### config.mk
export PLATFORM = sky130hd
export DESIGN_NAME = gpf_pin_function
export DESIGN_NICKNAME = d
export VERILOG_FILES = /design/src/design/gpf_pkg.sv /design/src/design/gpf_pin_function.sv
export SDC_FILE = /design/constraint.sdc
export NUM_CORES = 1
export LEC_CHECK = 0
export BUFFER_PORTS_ARGS = -buffer_cell sky130_fd_sc_hd__buf_2
export CORE_ASPECT_RATIO = 0.9
export CORE_UTILIZATION = 50
export CTS_BUF_LIST = sky130_fd_sc_hd__clkbuf_4 sky130_fd_sc_hd__clkbuf_8
export DETAILED_ROUTE_END_ITERATION = 7
export PLACE_DENSITY = 0.89
export SLEW_MARGIN = 20
export SYNTH_ARGS = -nofsm -noshare
export SYNTH_HDL_FRONTEND = slang
export SYNTH_SLANG_ARGS = --single-unit
export TNS_END_PERCENT = 10
### constraint.sdc
create_clock -name ref_clk -period 5.6 [get_ports ref_clk]
set_clock_uncertainty 0.1 [all_clocks]
set_input_delay 1.12 -clock ref_clk [delete_from_list [all_inputs] [get_ports ref_clk]]
set_output_delay 1.12 -clock ref_clk [all_outputs]
set_load 0.05 [all_outputs]
### src/design/gpf_pkg.sv
// package: constants, field layout and types of the pin function block
// assumes one clock domain and a documented register port (no public bus)
// How it works
// [RULE1] filter bit 15 enables input glitch filter
// [RULE2] output bit 13 lets device drive pin
// [RULE3] source field 12-9 picks mirrored status bit
// [RULE4] channel mask 8-5 selects per-channel actions
// [RULE5] input function field 4-1 selects action
// [RULE6] 0000: fall sleeps device, rise wakes
// [RULE7] 0010: falling edge triggers fault dump
// [RULE8] 0100: fall powers channels down, rise up
// [RULE9] 0101: falling edge asserts device protect
// [RULE10] 0111: low level holds device clear
// [RULE11] 1000: falling edge strobes channel load outputs
// [RULE12] 1001: fall stops waveform, rise starts it
// [RULE13] 1010: fall margin low, rise margin high
// [RULE14] 1011: fall resets device, rise releases
// [RULE15] reset function cleared after reset unless stored
// [RULE16] 1100: fall permits memory writes, rise blocks
// [RULE17] 1101: fall unlocks registers, rise locks them
// [RULE18] input bit 0 enables pin input
// [RULE19] protect flag set on protect, cleared by read
// [RULE20] serial-out enable lets pin carry serial data
// [RULE21] two-stage synchroniser, stable-count filter
// [RULE22] all fields reset to zero
package gpf_pkg;
	localparam int CFG_W = 16;
	localparam logic [7:0] CFG_ADDR = 8'h24;
	localparam logic [7:0] FLAG_ADDR = 8'h23;
	localparam logic [15:0] CFG_RESET = 16'h0000;
	localparam int FILT_BIT = 15;
	localparam int OUT_BIT = 13;
	localparam int SRC_HI = 12;
	localparam int SRC_LO = 9;
	localparam int MASK_HI = 8;
	localparam int MASK_LO = 5;
	localparam int FUNC_HI = 4;
	localparam int FUNC_LO = 1;
	localparam int IN_BIT = 0;
	localparam logic [15:0] CFG_WMASK = 16'hBFFF;
	// filter settle time and its clock count at 10 MHz
	localparam int FILT_NS = 400;
	localparam int CLK_NS = 100;
	localparam int FILT_CYC = (FILT_NS + CLK_NS - 1) / CLK_NS;
	localparam logic [2:0] FILT_MAX = 3'(FILT_CYC);
	localparam int NCH = 3;

	typedef enum logic [3:0] {
		GPF_SRC_MEM = 4'h1,
		GPF_SRC_CH2 = 4'h4,
		GPF_SRC_CH0A = 4'h6,
		GPF_SRC_CH0B = 4'h7,
		GPF_SRC_WIN = 4'hB
	} gpf_src_e;

	typedef enum logic [3:0] {
		GPF_FN_SLEEP = 4'h0,
		GPF_FN_DUMP = 4'h2,
		GPF_FN_PWR = 4'h4,
		GPF_FN_PROT = 4'h5,
		GPF_FN_CLEAR = 4'h7,
		GPF_FN_LOAD = 4'h8,
		GPF_FN_WAVE = 4'h9,
		GPF_FN_MARGIN = 4'hA,
		GPF_FN_RESET = 4'hB,
		GPF_FN_MEMWP = 4'hC,
		GPF_FN_LOCK = 4'hD
	} gpf_fn_e;

	// internal status bits that the pin may mirror; no source code selects ch1_busy
	typedef struct packed {
		logic memory_write_busy;
		logic ch0_busy;
		logic ch1_busy;
		logic ch2_busy;
		logic window_compare_result;
	} gpf_status_s;

	// per-channel action outputs, index = channel number
	typedef struct packed {
		logic [2:0] powerdown;
		logic [2:0] load_outputs_strobe;
		logic [2:0] wave_stop;
		logic [2:0] wave_start;
		logic [2:0] margin_low;
		logic [2:0] margin_high;
	} gpf_chan_s;
endpackage : gpf_pkg

### src/design/gpf_pin_function.sv
// pin function block: config register, pin output mux, input dispatch
// assumes the serial front end gives a register port with one-cycle strobes
`timescale 1ns/100ps
module gpf_pin_function (
	// clock and reset
	input wire logic ref_clk,
	input wire logic srst,
	// register port
	input wire logic reg_wr,
	input wire logic reg_rd,
	input wire logic [7:0] reg_addr,
	input wire logic [15:0] reg_wdata,
	output logic [15:0] reg_rdata,
	input wire logic reset_fn_stored,
	input wire logic serial_out_on,
	input wire logic serial_out_data,
	// shared pin
	input wire logic shared_pin_i,
	output logic shared_pin_o,
	output logic shared_pin_oe,
	// status in
	input wire gpf_pkg::gpf_status_s status,
	input wire logic protect_running,
	// global actions
	output logic deep_sleep,
	output logic fault_dump,
	output logic protect_req,
	output logic output_clear,
	output logic device_reset,
	output logic memory_write_allowed,
	output logic map_locked,
	output logic protect_flag,
	// channel actions
	output gpf_pkg::gpf_chan_s chan
);
	logic [15:0] cfg_reg, cfg_next;
	logic sync1_reg, sync2_reg, filt_reg, filt_next, prev_reg;
	logic [2:0] cnt_reg, cnt_next;
	logic sleep_reg, reset_reg, memwp_reg, lock_reg, flag_reg, clear_reg;
	logic dump_reg, prot_reg;
	gpf_pkg::gpf_chan_s chan_reg;

	wire cfg_hit = reg_addr == gpf_pkg::CFG_ADDR;
	wire filt_on = cfg_reg[gpf_pkg::FILT_BIT];
	wire out_on = cfg_reg[gpf_pkg::OUT_BIT];
	wire in_on = cfg_reg[gpf_pkg::IN_BIT];
	wire [3:0] src = cfg_reg[gpf_pkg::SRC_HI:gpf_pkg::SRC_LO];
	wire [3:0] mask = cfg_reg[gpf_pkg::MASK_HI:gpf_pkg::MASK_LO];
	wire [3:0] func = cfg_reg[gpf_pkg::FUNC_HI:gpf_pkg::FUNC_LO];

	// map mask bits onto channel numbers; bit 1 is not wired
	function automatic logic [2:0] ch_sel(input logic [3:0] m);
		ch_sel = {m[0], m[3], m[2]};
	endfunction : ch_sel

	wire [2:0] sel = ch_sel(mask); // [RULE4]

	// reset function does not survive a reset unless stored in memory
	wire [15:0] cfg_rst_val = (reset_fn_stored &&
		func == gpf_pkg::GPF_FN_RESET) ? cfg_reg : gpf_pkg::CFG_RESET;
	always_comb begin
		cfg_next = cfg_reg;
		if (reg_wr && cfg_hit && !lock_reg) begin
			cfg_next = reg_wdata & gpf_pkg::CFG_WMASK;
		end
	end

	// the reset this block raises is looped back via srst by the device
	always_ff @(posedge ref_clk) begin
		if (srst) begin
			cfg_reg <= cfg_rst_val; // [RULE15] [RULE22]
		end else begin
			cfg_reg <= cfg_next;
		end
	end

	// input conditioning: two flops, then a stable-count filter
	always_ff @(posedge ref_clk) begin
		if (srst) begin
			sync1_reg <= 1'b1;
			sync2_reg <= 1'b1;
		end else begin
			sync1_reg <= shared_pin_i; // [RULE21]
			sync2_reg <= sync1_reg;
		end
	end

	always_comb begin
		cnt_next = 3'h0;
		filt_next = filt_reg;
		if (!filt_on) begin
			filt_next = sync2_reg; // [RULE1]
		end else if (sync2_reg != filt_reg) begin
			cnt_next = cnt_reg + 3'h1;
			if (cnt_reg == gpf_pkg::FILT_MAX - 3'h1) begin
				filt_next = sync2_reg; // [RULE1] [RULE21]
				cnt_next = 3'h0;
			end
		end
	end

	always_ff @(posedge ref_clk) begin
		if (srst) begin
			filt_reg <= 1'b1;
			cnt_reg <= 3'h0;
			prev_reg <= 1'b1;
		end else begin
			filt_reg <= filt_next;
			cnt_reg <= cnt_next;
			prev_reg <= filt_reg;
		end
	end

	// edges only count while input mode is on; a stray level is harmless
	wire fall = in_on && prev_reg && !filt_reg; // [RULE18]
	wire rise = in_on && !prev_reg && filt_reg; // [RULE18]
	function automatic logic is_fn(input logic [3:0] f, input logic [3:0] c);
		is_fn = f == c;
	endfunction : is_fn
	wire f_sleep = is_fn(func, gpf_pkg::GPF_FN_SLEEP); // [RULE5]
	wire f_dump = is_fn(func, gpf_pkg::GPF_FN_DUMP);
	wire f_pwr = is_fn(func, gpf_pkg::GPF_FN_PWR);
	wire f_prot = is_fn(func, gpf_pkg::GPF_FN_PROT);
	wire f_clear = is_fn(func, gpf_pkg::GPF_FN_CLEAR);
	wire f_load = is_fn(func, gpf_pkg::GPF_FN_LOAD);
	wire f_wave = is_fn(func, gpf_pkg::GPF_FN_WAVE);
	wire f_marg = is_fn(func, gpf_pkg::GPF_FN_MARGIN);
	wire f_reset = is_fn(func, gpf_pkg::GPF_FN_RESET);
	wire f_memwp = is_fn(func, gpf_pkg::GPF_FN_MEMWP);
	wire f_lock = is_fn(func, gpf_pkg::GPF_FN_LOCK);
	wire flag_read = reg_rd && reg_addr == gpf_pkg::FLAG_ADDR;

	always_ff @(posedge ref_clk) begin
		if (srst) begin
			sleep_reg <= 1'b0;
			dump_reg <= 1'b0;
			prot_reg <= 1'b0;
			clear_reg <= 1'b0;
			reset_reg <= 1'b0;
			memwp_reg <= 1'b0;
			lock_reg <= 1'b0;
			flag_reg <= 1'b0;
		end else begin
			if (f_sleep && fall) sleep_reg <= 1'b1; // [RULE6]
			else if (f_sleep && rise) sleep_reg <= 1'b0; // [RULE6]
			dump_reg <= f_dump && fall; // [RULE7]
			prot_reg <= f_prot && fall; // [RULE9]
			clear_reg <= in_on && f_clear && !filt_reg; // [RULE10]
			if (f_reset && fall) reset_reg <= 1'b1; // [RULE14]
			else if (f_reset && rise) reset_reg <= 1'b0; // [RULE14]
			if (f_memwp && fall) memwp_reg <= 1'b1; // [RULE16]
			else if (f_memwp && rise) memwp_reg <= 1'b0; // [RULE16]
			if (f_lock && fall) lock_reg <= 1'b0; // [RULE17]
			else if (f_lock && rise) lock_reg <= 1'b1; // [RULE17]
			// set wins over the clearing read
			if ((f_prot && fall) || protect_running) begin
				flag_reg <= 1'b1; // [RULE19]
			end else if (flag_read) begin
				flag_reg <= 1'b0; // [RULE19]
			end
		end
	end

	// per-channel actions, one generate lane per channel
	for (genvar i = 0; i < gpf_pkg::NCH; i++) begin : g_ch
		always_ff @(posedge ref_clk) begin
			if (srst) begin
				chan_reg.powerdown[i] <= 1'b0;
				chan_reg.load_outputs_strobe[i] <= 1'b0;
				chan_reg.wave_stop[i] <= 1'b0;
				chan_reg.wave_start[i] <= 1'b0;
				chan_reg.margin_low[i] <= 1'b0;
				chan_reg.margin_high[i] <= 1'b0;
			end else begin
				if (sel[i] && f_pwr && fall) begin
					chan_reg.powerdown[i] <= 1'b1; // [RULE8]
				end else if (sel[i] && f_pwr && rise) begin
					chan_reg.powerdown[i] <= 1'b0; // [RULE8]
				end
				// sync mode per channel is checked downstream
				chan_reg.load_outputs_strobe[i] <= sel[i] && f_load && fall; // [RULE11]
				chan_reg.wave_stop[i] <= sel[i] && f_wave && fall; // [RULE12]
				chan_reg.wave_start[i] <= sel[i] && f_wave && rise; // [RULE12]
				chan_reg.margin_low[i] <= sel[i] && f_marg && fall; // [RULE13]
				chan_reg.margin_high[i] <= sel[i] && f_marg && rise; // [RULE13]
			end
		end
	end
	assign chan = chan_reg;

	// pin output: serial data has priority when its enable is set
	logic src_bit;
	always_comb begin
		unique case (src)
			gpf_pkg::GPF_SRC_MEM: src_bit = status.memory_write_busy; // [RULE3]
			gpf_pkg::GPF_SRC_CH2: src_bit = status.ch2_busy;
			gpf_pkg::GPF_SRC_CH0A, gpf_pkg::GPF_SRC_CH0B: src_bit = status.ch0_busy;
			gpf_pkg::GPF_SRC_WIN: src_bit = status.window_compare_result;
			default: src_bit = 1'b0;
		endcase
	end
	logic pin_o_reg;
	always_ff @(posedge ref_clk) begin
		if (srst) pin_o_reg <= 1'b0;
		else pin_o_reg <= serial_out_on ? serial_out_data : src_bit; // [RULE20]
	end
	assign shared_pin_o = pin_o_reg;
	assign shared_pin_oe = serial_out_on || out_on; // [RULE2] [RULE20]

	assign reg_rdata = cfg_hit ? cfg_reg : 16'h0000;
	assign deep_sleep = sleep_reg;
	assign fault_dump = dump_reg;
	assign protect_req = prot_reg;
	assign output_clear = clear_reg;
	assign device_reset = reset_reg;
	assign memory_write_allowed = memwp_reg;
	assign map_locked = lock_reg;
	assign protect_flag = flag_reg;

	property p_cfg_zero;
		@(posedge ref_clk) $rose(srst) |=> (cfg_reg == 16'h0000 ||
			cfg_reg[gpf_pkg::FUNC_HI:gpf_pkg::FUNC_LO] == 4'hB);
	endproperty
	a_cfg_zero: assert property (p_cfg_zero) else $error("cfg not cleared"); // [RULE22]
	property p_oe;
		@(posedge ref_clk) disable iff (srst)
			(!serial_out_on && !out_on) |-> !shared_pin_oe;
	endproperty
	a_oe: assert property (p_oe) else $error("pin driven while off"); // [RULE2]
	property p_no_in;
		@(posedge ref_clk) disable iff (srst) !in_on |=> !dump_reg && !prot_reg;
	endproperty
	a_no_in: assert property (p_no_in) else $error("action with input off"); // [RULE18]
	property p_sleep;
		@(posedge ref_clk) disable iff (srst) (f_sleep && fall) |=> deep_sleep;
	endproperty
	a_sleep: assert property (p_sleep) else $error("sleep missed"); // [RULE6]
	property p_dump;
		@(posedge ref_clk) disable iff (srst) fault_dump |-> $past(f_dump);
	endproperty
	a_dump: assert property (p_dump) else $error("stray dump"); // [RULE7]
	property p_flag;
		@(posedge ref_clk) disable iff (srst) protect_req |-> protect_flag;
	endproperty
	a_flag: assert property (p_flag) else $error("protect flag lost"); // [RULE19]
	property p_lock;
		@(posedge ref_clk) disable iff (srst)
			(lock_reg && reg_wr && cfg_hit) |=> $stable(cfg_reg);
	endproperty
	a_lock: assert property (p_lock) else $error("write while locked"); // [RULE17]
	property p_clear;
		@(posedge ref_clk) disable iff (srst)
			(in_on && f_clear && !filt_reg) ##1 (in_on && f_clear) |-> output_clear;
	endproperty
	a_clear: assert property (p_clear) else $error("clear not held"); // [RULE10]

	property p_filt_off;
		@(posedge ref_clk) disable iff (srst)
			!filt_on |=> filt_reg == $past(sync2_reg);
	endproperty
	a_filt_off: assert property (p_filt_off) else $error("bypass late"); // [RULE1]

	property p_filt_cnt;
		@(posedge ref_clk) disable iff (srst) cnt_reg < gpf_pkg::FILT_MAX;
	endproperty
	a_filt_cnt: assert property (p_filt_cnt) else $error("count overrun"); // [RULE21]

	property p_filt_chg;
		@(posedge ref_clk) disable iff (srst)
			($past(filt_on) && filt_reg != $past(filt_reg)) |->
			$past(cnt_reg) == gpf_pkg::FILT_MAX - 3'h1;
	endproperty
	a_filt_chg: assert property (p_filt_chg) else $error("glitch passed"); // [RULE1]

	property p_sync;
		@(posedge ref_clk) disable iff (srst) sync2_reg == $past(sync1_reg);
	endproperty
	a_sync: assert property (p_sync) else $error("sync stage skipped"); // [RULE21]

	// mirrored status lags its source by the output flop
	property p_src_win;
		@(posedge ref_clk) disable iff (srst)
			(!serial_out_on && src == gpf_pkg::GPF_SRC_WIN) |=>
			shared_pin_o == $past(status.window_compare_result);
	endproperty
	a_src_win: assert property (p_src_win) else $error("window not shown"); // [RULE3]

	property p_src_mem;
		@(posedge ref_clk) disable iff (srst)
			(!serial_out_on && src == gpf_pkg::GPF_SRC_MEM) |=>
			shared_pin_o == $past(status.memory_write_busy);
	endproperty
	a_src_mem: assert property (p_src_mem) else $error("busy not shown"); // [RULE3]

	property p_src_na;
		@(posedge ref_clk) disable iff (srst)
			(!serial_out_on && src == 4'h2) |=> !shared_pin_o;
	endproperty
	a_src_na: assert property (p_src_na) else $error("unlisted source"); // [RULE3]

	property p_sdo;
		@(posedge ref_clk) disable iff (srst)
			serial_out_on |=> shared_pin_o == $past(serial_out_data);
	endproperty
	a_sdo: assert property (p_sdo) else $error("serial data lost"); // [RULE20]

	property p_oe_on;
		@(posedge ref_clk) disable iff (srst) out_on |-> shared_pin_oe;
	endproperty
	a_oe_on: assert property (p_oe_on) else $error("pin not driven"); // [RULE2]

	property p_load;
		@(posedge ref_clk) disable iff (srst)
			chan.load_outputs_strobe != 3'h0 |-> $past(f_load && fall);
	endproperty
	a_load: assert property (p_load) else $error("stray load"); // [RULE11]

	property p_sel;
		@(posedge ref_clk) disable iff (srst)
			(chan.wave_stop & ~$past(sel)) == 3'h0;
	endproperty
	a_sel: assert property (p_sel) else $error("unselected channel"); // [RULE4]

	property p_pdn;
		@(posedge ref_clk) disable iff (srst)
			(f_pwr && fall && sel[0]) |=> chan.powerdown[0];
	endproperty
	a_pdn: assert property (p_pdn) else $error("powerdown missed"); // [RULE8]

	property p_prot;
		@(posedge ref_clk) disable iff (srst) (f_prot && fall) |=> protect_req;
	endproperty
	a_prot: assert property (p_prot) else $error("protect missed"); // [RULE9]

	property p_wave;
		@(posedge ref_clk) disable iff (srst)
			(f_wave && rise) |=> chan.wave_start == $past(sel);
	endproperty
	a_wave: assert property (p_wave) else $error("start missed"); // [RULE12]

	property p_marg;
		@(posedge ref_clk) disable iff (srst)
			(f_marg && fall) |=> chan.margin_low == $past(sel);
	endproperty
	a_marg: assert property (p_marg) else $error("margin low missed"); // [RULE13]

	property p_rst;
		@(posedge ref_clk) disable iff (srst) (f_reset && fall) |=> device_reset;
	endproperty
	a_rst: assert property (p_rst) else $error("reset missed"); // [RULE14]

	property p_memwp;
		@(posedge ref_clk) disable iff (srst)
			(f_memwp && rise) |=> !memory_write_allowed;
	endproperty
	a_memwp: assert property (p_memwp) else $error("memory not blocked"); // [RULE16]

	property p_lock_set;
		@(posedge ref_clk) disable iff (srst) (f_lock && rise) |=> map_locked;
	endproperty
	a_lock_set: assert property (p_lock_set) else $error("map not locked"); // [RULE17]
endmodule : gpf_pin_function

[Yosys cells after proc, flatten, opt, wreduce, memory -nomap -nowiden]
Index checks and enable logic that the tools add are counted.
Operators by class
  add/sub/neg operators: 1
  equality and inequality tests: 22
  mux-type cells: 23
  bitwise logic cells: 2
  reductions and logical operators: 72
Operators with widths (number)
  $mux 16: 4
  $logic_and 1x1->1: 53
  $eq 4x4->1 const B: 7
  $eq 4x3->1 const B: 6
  $mux 1: 18
  $eq 8x6->1 const B: 2
  $reduce_bool 2->1: 8
  $eq 4x1->1 const B: 1
  $eq 4x2->1 const B: 1
  $logic_not 4->1: 1
  $ne 2x1->1 const B: 2
  $pmux 1 s4: 1
  $reduce_and 2->1: 2
  $reduce_or 2->1: 2
  $reduce_or 4->1: 1
  $add 3x1->3 const B: 1
  $eq 3x2->1 const B: 1
  $logic_not 1->1: 3
  $logic_or 1x1->1: 2
  $ne 2x2->1 const B: 1
  $not 1->1: 2
  $ne 1x1->1: 1
Word-level totals
  register bits: 50
  input port bits: 38
  output and inout port bits: 44
  word-level logic and storage cells: 153

[Logic depth before layout (Yosys ltp)]
Gate-level depths: netlist of run 1.
  depth in word-level cells: 6
  mapped depth: 5
  gate-level depth less buffers: 5

[Worst setup path before layout of run 1]
OpenSTA, ideal clock, no wires.
  path type: input -> output
  start: input port reg_addr[7]
  end: output port reg_rdata[10]
  arrival time: 2.562 ns
  required time: 4.380 ns
  slack: 1.818 ns
  stages on the path: 4
  buffers on the path: 1
  cell sequence: or4b_4 nor4_4 buf_6 and2_1
On the way
  longest elaborated chain between the ends: 2
RTL lines
  start, declared: line gpf_pin_function.sv:11  | input wire logic [7:0] reg_addr,
  $eq 8x6->1: line gpf_pin_function.sv:43  | wire cfg_hit = reg_addr == gpf_pkg::CFG_ADDR;
  $mux 16: line gpf_pin_function.sv:210  | assign reg_rdata = cfg_hit ? cfg_reg : 16'h0000;
  end, declared: line gpf_pin_function.sv:13  | output logic [15:0] reg_rdata,
No other way between the ends.

[Worst setup path after layout of run 1]
  start: input port reg_addr[7]
  end: output port reg_rdata[4]
The elaborated chain is that of the path after synthesis.

==> impl_metrics.ini, run 1 <==
[worst_hold_path]
hp-class = flip-flop to flip-flop
hold_depth = 1
worstHoldEndpoint = cnt_reg[0]
hold_start = cnt_reg[0]

[finish]
synthToLayoutAreaGrowth_pct = 25.8
final_core_util_pct = 66.7
final_area_sq_um = 2510
stdcell_count = 302
diodes = 0
drive_above_1_share_pct = 34.8
largest_reg_flops = 18
nNetsFinal = 295

[yosys]
synth_seq_cells = 49
synth.most_common_cell = dfxtp_1
synth_area_leaders = dfxtp_1 (34%), edfxtp_1 (23%), and2_1 (9.7%)
yosysTopAreaCell = dfxtp_1
synth_nets = 219
yosysTopAreaCellShare_pct = 34.2
yosys-top-cells-count = dfxtp_1 (34), and2_1 (31), nor2b_1 (17)
synth_area_sq_um = 1990
ys_async_sr_fraction_pct = 0
synth_cells = 179
synth_cell_types = 40
yosysWarnings = 0
synth_seq_area_share_pct = 56.8
synth_edf_count = 15
postSynthAreaPerCell_sq_um = 11.1
yosys_most_used_dff = dfxtp_1

[status]
status = finished, final reports clean

[clock_tree]
ctsHoldBuffers = 0
clkTransAtPathRegs_ns = 0.08
ctsResizeCount = 0
clock_latency_ns = 0.30
numCtsBuffers = 5
cts_tree = yes
post_cts_buffers = 0
h-tree-depth = 2
cts_sinks = 49
clock_path_buffers = 2
root_buffer = clkbuf_8

[detailed_routing]
wl_met2_um = 1830
firstDrtPassIters = 4
ant_nets = 0
highest_layer = met4
wl_per_cell_um = 12.8
vias = 1548
vias_per_cell = 5.13
wl_met3_um = 265
drc = 0
drt_wl_total_um = 3870
m1WireLength_um = 1720
drt_iter0_markers = 35

[timing]
finalHoldViolCount = 0
post-route-period-util_pct = 73.6
tns_ns = 0
worst_slew_pin_slew_ns = 0.724
rsz0062_at_grt = false
setup_viol = 0
fin_crit_ns = 4.12
final_max_slew_viol_count = 0
max_slew_margin_pct = 51.4
fmax_mhz = 243

[power]
pwr_density_cell_nw_per_um2 = 272
irDropWorstVdd_mv = 0.176
p_total_mw = 0.681
p_leak_nw = 1.14

[floorplan]
ios = 82
row_count = 21
die_h_um = 61.9
die_width_um = 68.5
dieArea_sq_um = 4240
coreArea_sq_um = 3760
initial_utilization_pct = 53.0

[placement]
dp.cells = 294
placed_cell_area_sq_um = 2390
hpwl_um = 2930
port_buffers = 78
gp_congestion = 0.812

[global_route]
track_usage_pct = 19.7
grt_pass1_vias = 1366
grt-ovfl-total = 0
grt_first_pass_wirelength_um = 5990
grt_antenna_before_repair = 0
grt_max_degree = 29

[setup_path]
slowest_stage = nor4_4
critPathMaxFanout = 16
path_buf_inv = 2
startpoint_type = input port
reg2reg_slack_ns = 3.68
arrival_ns = 2.90
critical-path-top-delay-family = simple AND/OR/NAND/NOR gates
crit_chain = buf_2 > or4b_4 > nor4_4 > and2_1 > buf_2
worst-r2r-cell-count = 3
r2r_start = cfg_reg[4]
path_common_cell = buf_2
critical_path_required_ns = 4.38
endpoint_kind = output port
criticalPathCategory = input port to output port
slowest_delay_ns = 0.63
r2r-end = cfg_reg[9]

[flow_run]
drv_cap = 0
[how the worst max path moves through the flow]
stage                      startpoint       endpoint  slack, ns  cells past startpoint
after floorplan           reg_addr[7]  reg_rdata[10]       1.82                      4
after global placement    reg_addr[7]   reg_rdata[1]       1.46                      5
after detailed placement  reg_addr[7]   reg_rdata[4]       1.46                      5
after CTS                 reg_addr[7]   reg_rdata[4]       1.46                      5
after global routing      reg_addr[7]   reg_rdata[4]       1.34                      5
final                     reg_addr[7]   reg_rdata[4]       1.48                      5
[cell type report]
class	instances	area, sq um
fill	298	1250
sequential	49	1130
multi-input combinational	118	805
timing repair buffer	78	390
clock buffer	6	76.3
tap	46	57.6
clock inverter	2	35.0
inverter	3	11.3
[logic make-up after synthesis]
family                   share of synthesized area, %
AND/OR/NAND/NOR                                  31.3
flip-flops                                       56.8
AO/OA/AOI/OAI                                    6.66
buffers and inverters                            2.83
adder cells (fa/ha/maj)                          1.26
other                                           0.188
XOR/XNOR                                        0.440
multiplexers                                    0.503
[power breakdown]
group / switching [mW] / total (mW) / internal [mW]
sequential: 0.0104 / 0.386 / 0.376
clock: 0.111 / 0.249 / 0.137
combinational: 0.0263 / 0.0463 / 0.0201
total: 0.148 / 0.681 / 0.533
[through the flow]
| step | hold slack (ns) | worst slack (ns) |
|---|---|---|
| final | 0.324 | 1.48 |
| after global routing | 0.355 | 1.34 |
| after CTS | 0.326 | 1.46 |
| after detailed placement | 0.315 | 1.46 |
| after global placement | 0.295 | 1.46 |
| after floorplan | 0.283 | 1.82 |
[worst reg2reg max path, stage by stage (launching register included)]
cell and delay [ns]:
edfxtp_1 0.53, and4b_1 0.30, nand2_1 0.07, a22o_1 0.55
[cells in the final DEF (no fill, tap or decap), types with 2 or more instances in the layout]
cell and n:
buf_2 78, dfxtp_1 34, nor3_1 5, a32o_1 5, nand2b_1 7, edfxtp_1 15, nor2_1 5, nand3b_1 4
nand4b_1 2, or2_1 3, nand3_1 3, nor2b_1 17, clkbuf_8 5, nand2_1 3, nand4_1 3, and3b_1 2
nor4_1 5, ha_1 2, inv_1 3, a31oi_1 2, and2_1 31, a21oi_1 2
[per-layer routing]
metal | global-route usage, % | up-vias
li1 | - | 772
met1 | 24.0 | 706
met2 | 32.5 | 63
met3 | 6.75 | 7
met4 | 6.85 | 0
met5 | 0 | -
Note: power is estimated with default switching activity, not from simulation.
==> run 2, diff against run 1 <==
--- a/config.mk
+++ b/config.mk
@@ -7,10 +7,10 @@
 export LEC_CHECK = 0
 export BUFFER_PORTS_ARGS = -buffer_cell sky130_fd_sc_hd__buf_2
 export CORE_ASPECT_RATIO = 0.9
-export CORE_UTILIZATION = 50
+export CORE_UTILIZATION = 44
 export CTS_BUF_LIST = sky130_fd_sc_hd__clkbuf_4 sky130_fd_sc_hd__clkbuf_8
 export DETAILED_ROUTE_END_ITERATION = 7
-export PLACE_DENSITY = 0.89
+export PLACE_DENSITY = 0.83
 export SLEW_MARGIN = 20
 export SYNTH_ARGS = -nofsm -noshare
 export SYNTH_HDL_FRONTEND = slang
==> constraint.sdc (replaced) <==
create_clock -name ref_clk -period 3.54 [get_ports ref_clk]
set_clock_uncertainty 0.1 [all_clocks]
set_input_delay 0.708 -clock ref_clk [delete_from_list [all_inputs] [get_ports ref_clk]]
set_output_delay 0.708 -clock ref_clk [all_outputs]
set_load 0.05 [all_outputs]
==> run 2 against run 1 <==
Compared with the run above:
- hold slack got worse by 0.0011 ns
- critical endpoint is now reg_rdata[2]
- via count rose by 2.0%
- cell count is 5.0% higher
==> impl_metrics.ini, run 2 (synthesis gave the netlist of run 1 again) <==
[timing]
fin_crit_ns = 3.02
final_max_slew_viol_count = 0
tns_ns = 0
setup_viol = 0
worst_slew_pin_slew_ns = 0.694
finalHoldViolCount = 0
post-route-period-util_pct = 85.3
max_slew_margin_pct = 53.7
rsz0062_at_grt = false
fmax_mhz = 331
hold_slack_ns = 0.323

[clock_tree]
cts_tree = yes
clock_path_buffers = 2
root_buffer = clkbuf_8
cts_sinks = 49
h-tree-depth = 2
post_cts_buffers = 0
ctsResizeCount = 0
clkTransAtPathRegs_ns = 0.09
numCtsBuffers = 5
ctsHoldBuffers = 0
clock_latency_ns = 0.30

[setup_path]
slowest_stage = or4b_4
crit_chain = buf_2 > or4b_4 > nor4_4 > buf_4 > and2_1 > buf_2
arrival_ns = 2.21
critical_path_required_ns = 2.73
slowest_delay_ns = 0.55
path_common_cell = buf_2
critPathMaxFanout = 16
criticalPathCategory = input port to output port
startpoint_type = input port
endpoint_kind = output port

[detailed_routing]
ant_nets = 0
drc = 0
wl_met3_um = 304
vias = 1579
wl_per_cell_um = 12.7
firstDrtPassIters = 4
vias_per_cell = 4.98
m1WireLength_um = 1830
highest_layer = met4
drt_wl_total_um = 4020
drt_iter0_markers = 94
wl_met2_um = 1820

[floorplan]
dieArea_sq_um = 4800
initial_utilization_pct = 47.3
coreArea_sq_um = 4210
die_h_um = 65.8
row_count = 22
ios = 82
die_width_um = 72.9

[power]
p_seq_share_pct = 59.8
pwr_density_cell_nw_per_um2 = 407
internal-power_mw = 0.770
clkPwrFrac_pct = 33.0
combPwrFrac_pct = 7.2
p_total_mw = 1.02
p_leak_nw = 1.13
irDropWorstVdd_mv = 0.200
sw_frac_of_total_pct = 24.7
p_switching_mw = 0.252

[finish]
final_common_cell = buf_2
multi_input_area_sq_um = 805
register_area_sq_um = 1130
nNetsFinal = 296
fillers = 375
drive_above_1_share_pct = 35.0
largest_reg_flops = 18
diodes = 0
synthToLayoutAreaGrowth_pct = 26.1
final_cell_mix = buf_2 (78), dfxtp_1 (34), and2_1 (31), nor2b_1 (17), edfxtp_1 (15)

[placement]
port_buffers = 78
hpwl_um = 2960
gp_congestion = 0.797

[global_route]
grt_max_degree = 29
grt_antenna_before_repair = 0
track_usage_pct = 17.9
grt_pass1_vias = 1416
grt_first_pass_wirelength_um = 6410
grt-ovfl-total = 0

[worst_hold_path]
hp-class = flip-flop to flip-flop

[status]
status = finished, final reports clean

[flow_run]
drv_cap = 0
==> run 2: cell count changes in the layout (fill, tap and decap cells not counted) <==
cell / delta
bufinv_16: -1
clkinv_4: +1
inv_4: +1
buf_4: +1
clkinv_2: -1
inv_6: +1
clkbuf_4: -1
==> run 2: per-stage QoR <==
step,instance area (sq um),setup slack (ns),utilization (%),std cells
after floorplan,1990,0.582,-,179
after global placement,2420,0.528,57.5,309
after detailed placement,2420,0.517,57.5,309
after CTS,2510,0.510,59.7,317
after global routing,2510,0.431,59.7,317
final,2510,0.519,59.7,317
==> run 2: worst paths after layout <==
| kind | startpoint | endpoint | slack (ns) | depth (start not counted) |
|---|---|---|---|---|
| worst max-delay path | reg_addr[7] | reg_rdata[2] | 0.52 | 6 |
| worst min-delay path | sync1_reg | sync2_reg | 0.32 | 1 |
| worst max register to register | cfg_reg[1] | cfg_reg[6] | 1.58 | 3 |
| worst min register to register | sync1_reg | sync2_reg | 0.32 | 1 |
==> run 2: power groups by stage <==
stage | Sequential [mW] | Clock, mW | Combinational [mW]
3_3_place_gp | 0.623 | 0 | 0.0719
4_1_cts | 0.611 | 0.344 | 0.0741
3_5_place_dp | 0.624 | 0 | 0.0738
6_report | 0.611 | 0.337 | 0.0732
5_1_grt | 0.614 | 0.368 | 0.0804
2_1_floorplan | 0.622 | 0 | 0.0430
==> run 2: final cells by class <==
class	instances	area share, %
flip-flops and latches	49	45.0
multi-input cells	118	32.0
repair buffers	79	15.8
well taps	60	2.99
clock buffers	5	2.74
clock inverters	3	0.946
inverters	3	0.448
==> run 2: per-layer routing <==
layer  vias up  global-route usage [%]
met5         -                       0
met4         0                    6.62
met3         9                    4.57
met2        79                    29.8
met1       711                    22.3
li1        780                       -
==> run 2: worst max-delay path, delay by kind of cell <==
kind / cells / cell delay (ns)
AND/OR/NAND/NOR: 3 / 0.92
buffers and inverters: 3 / 0.58
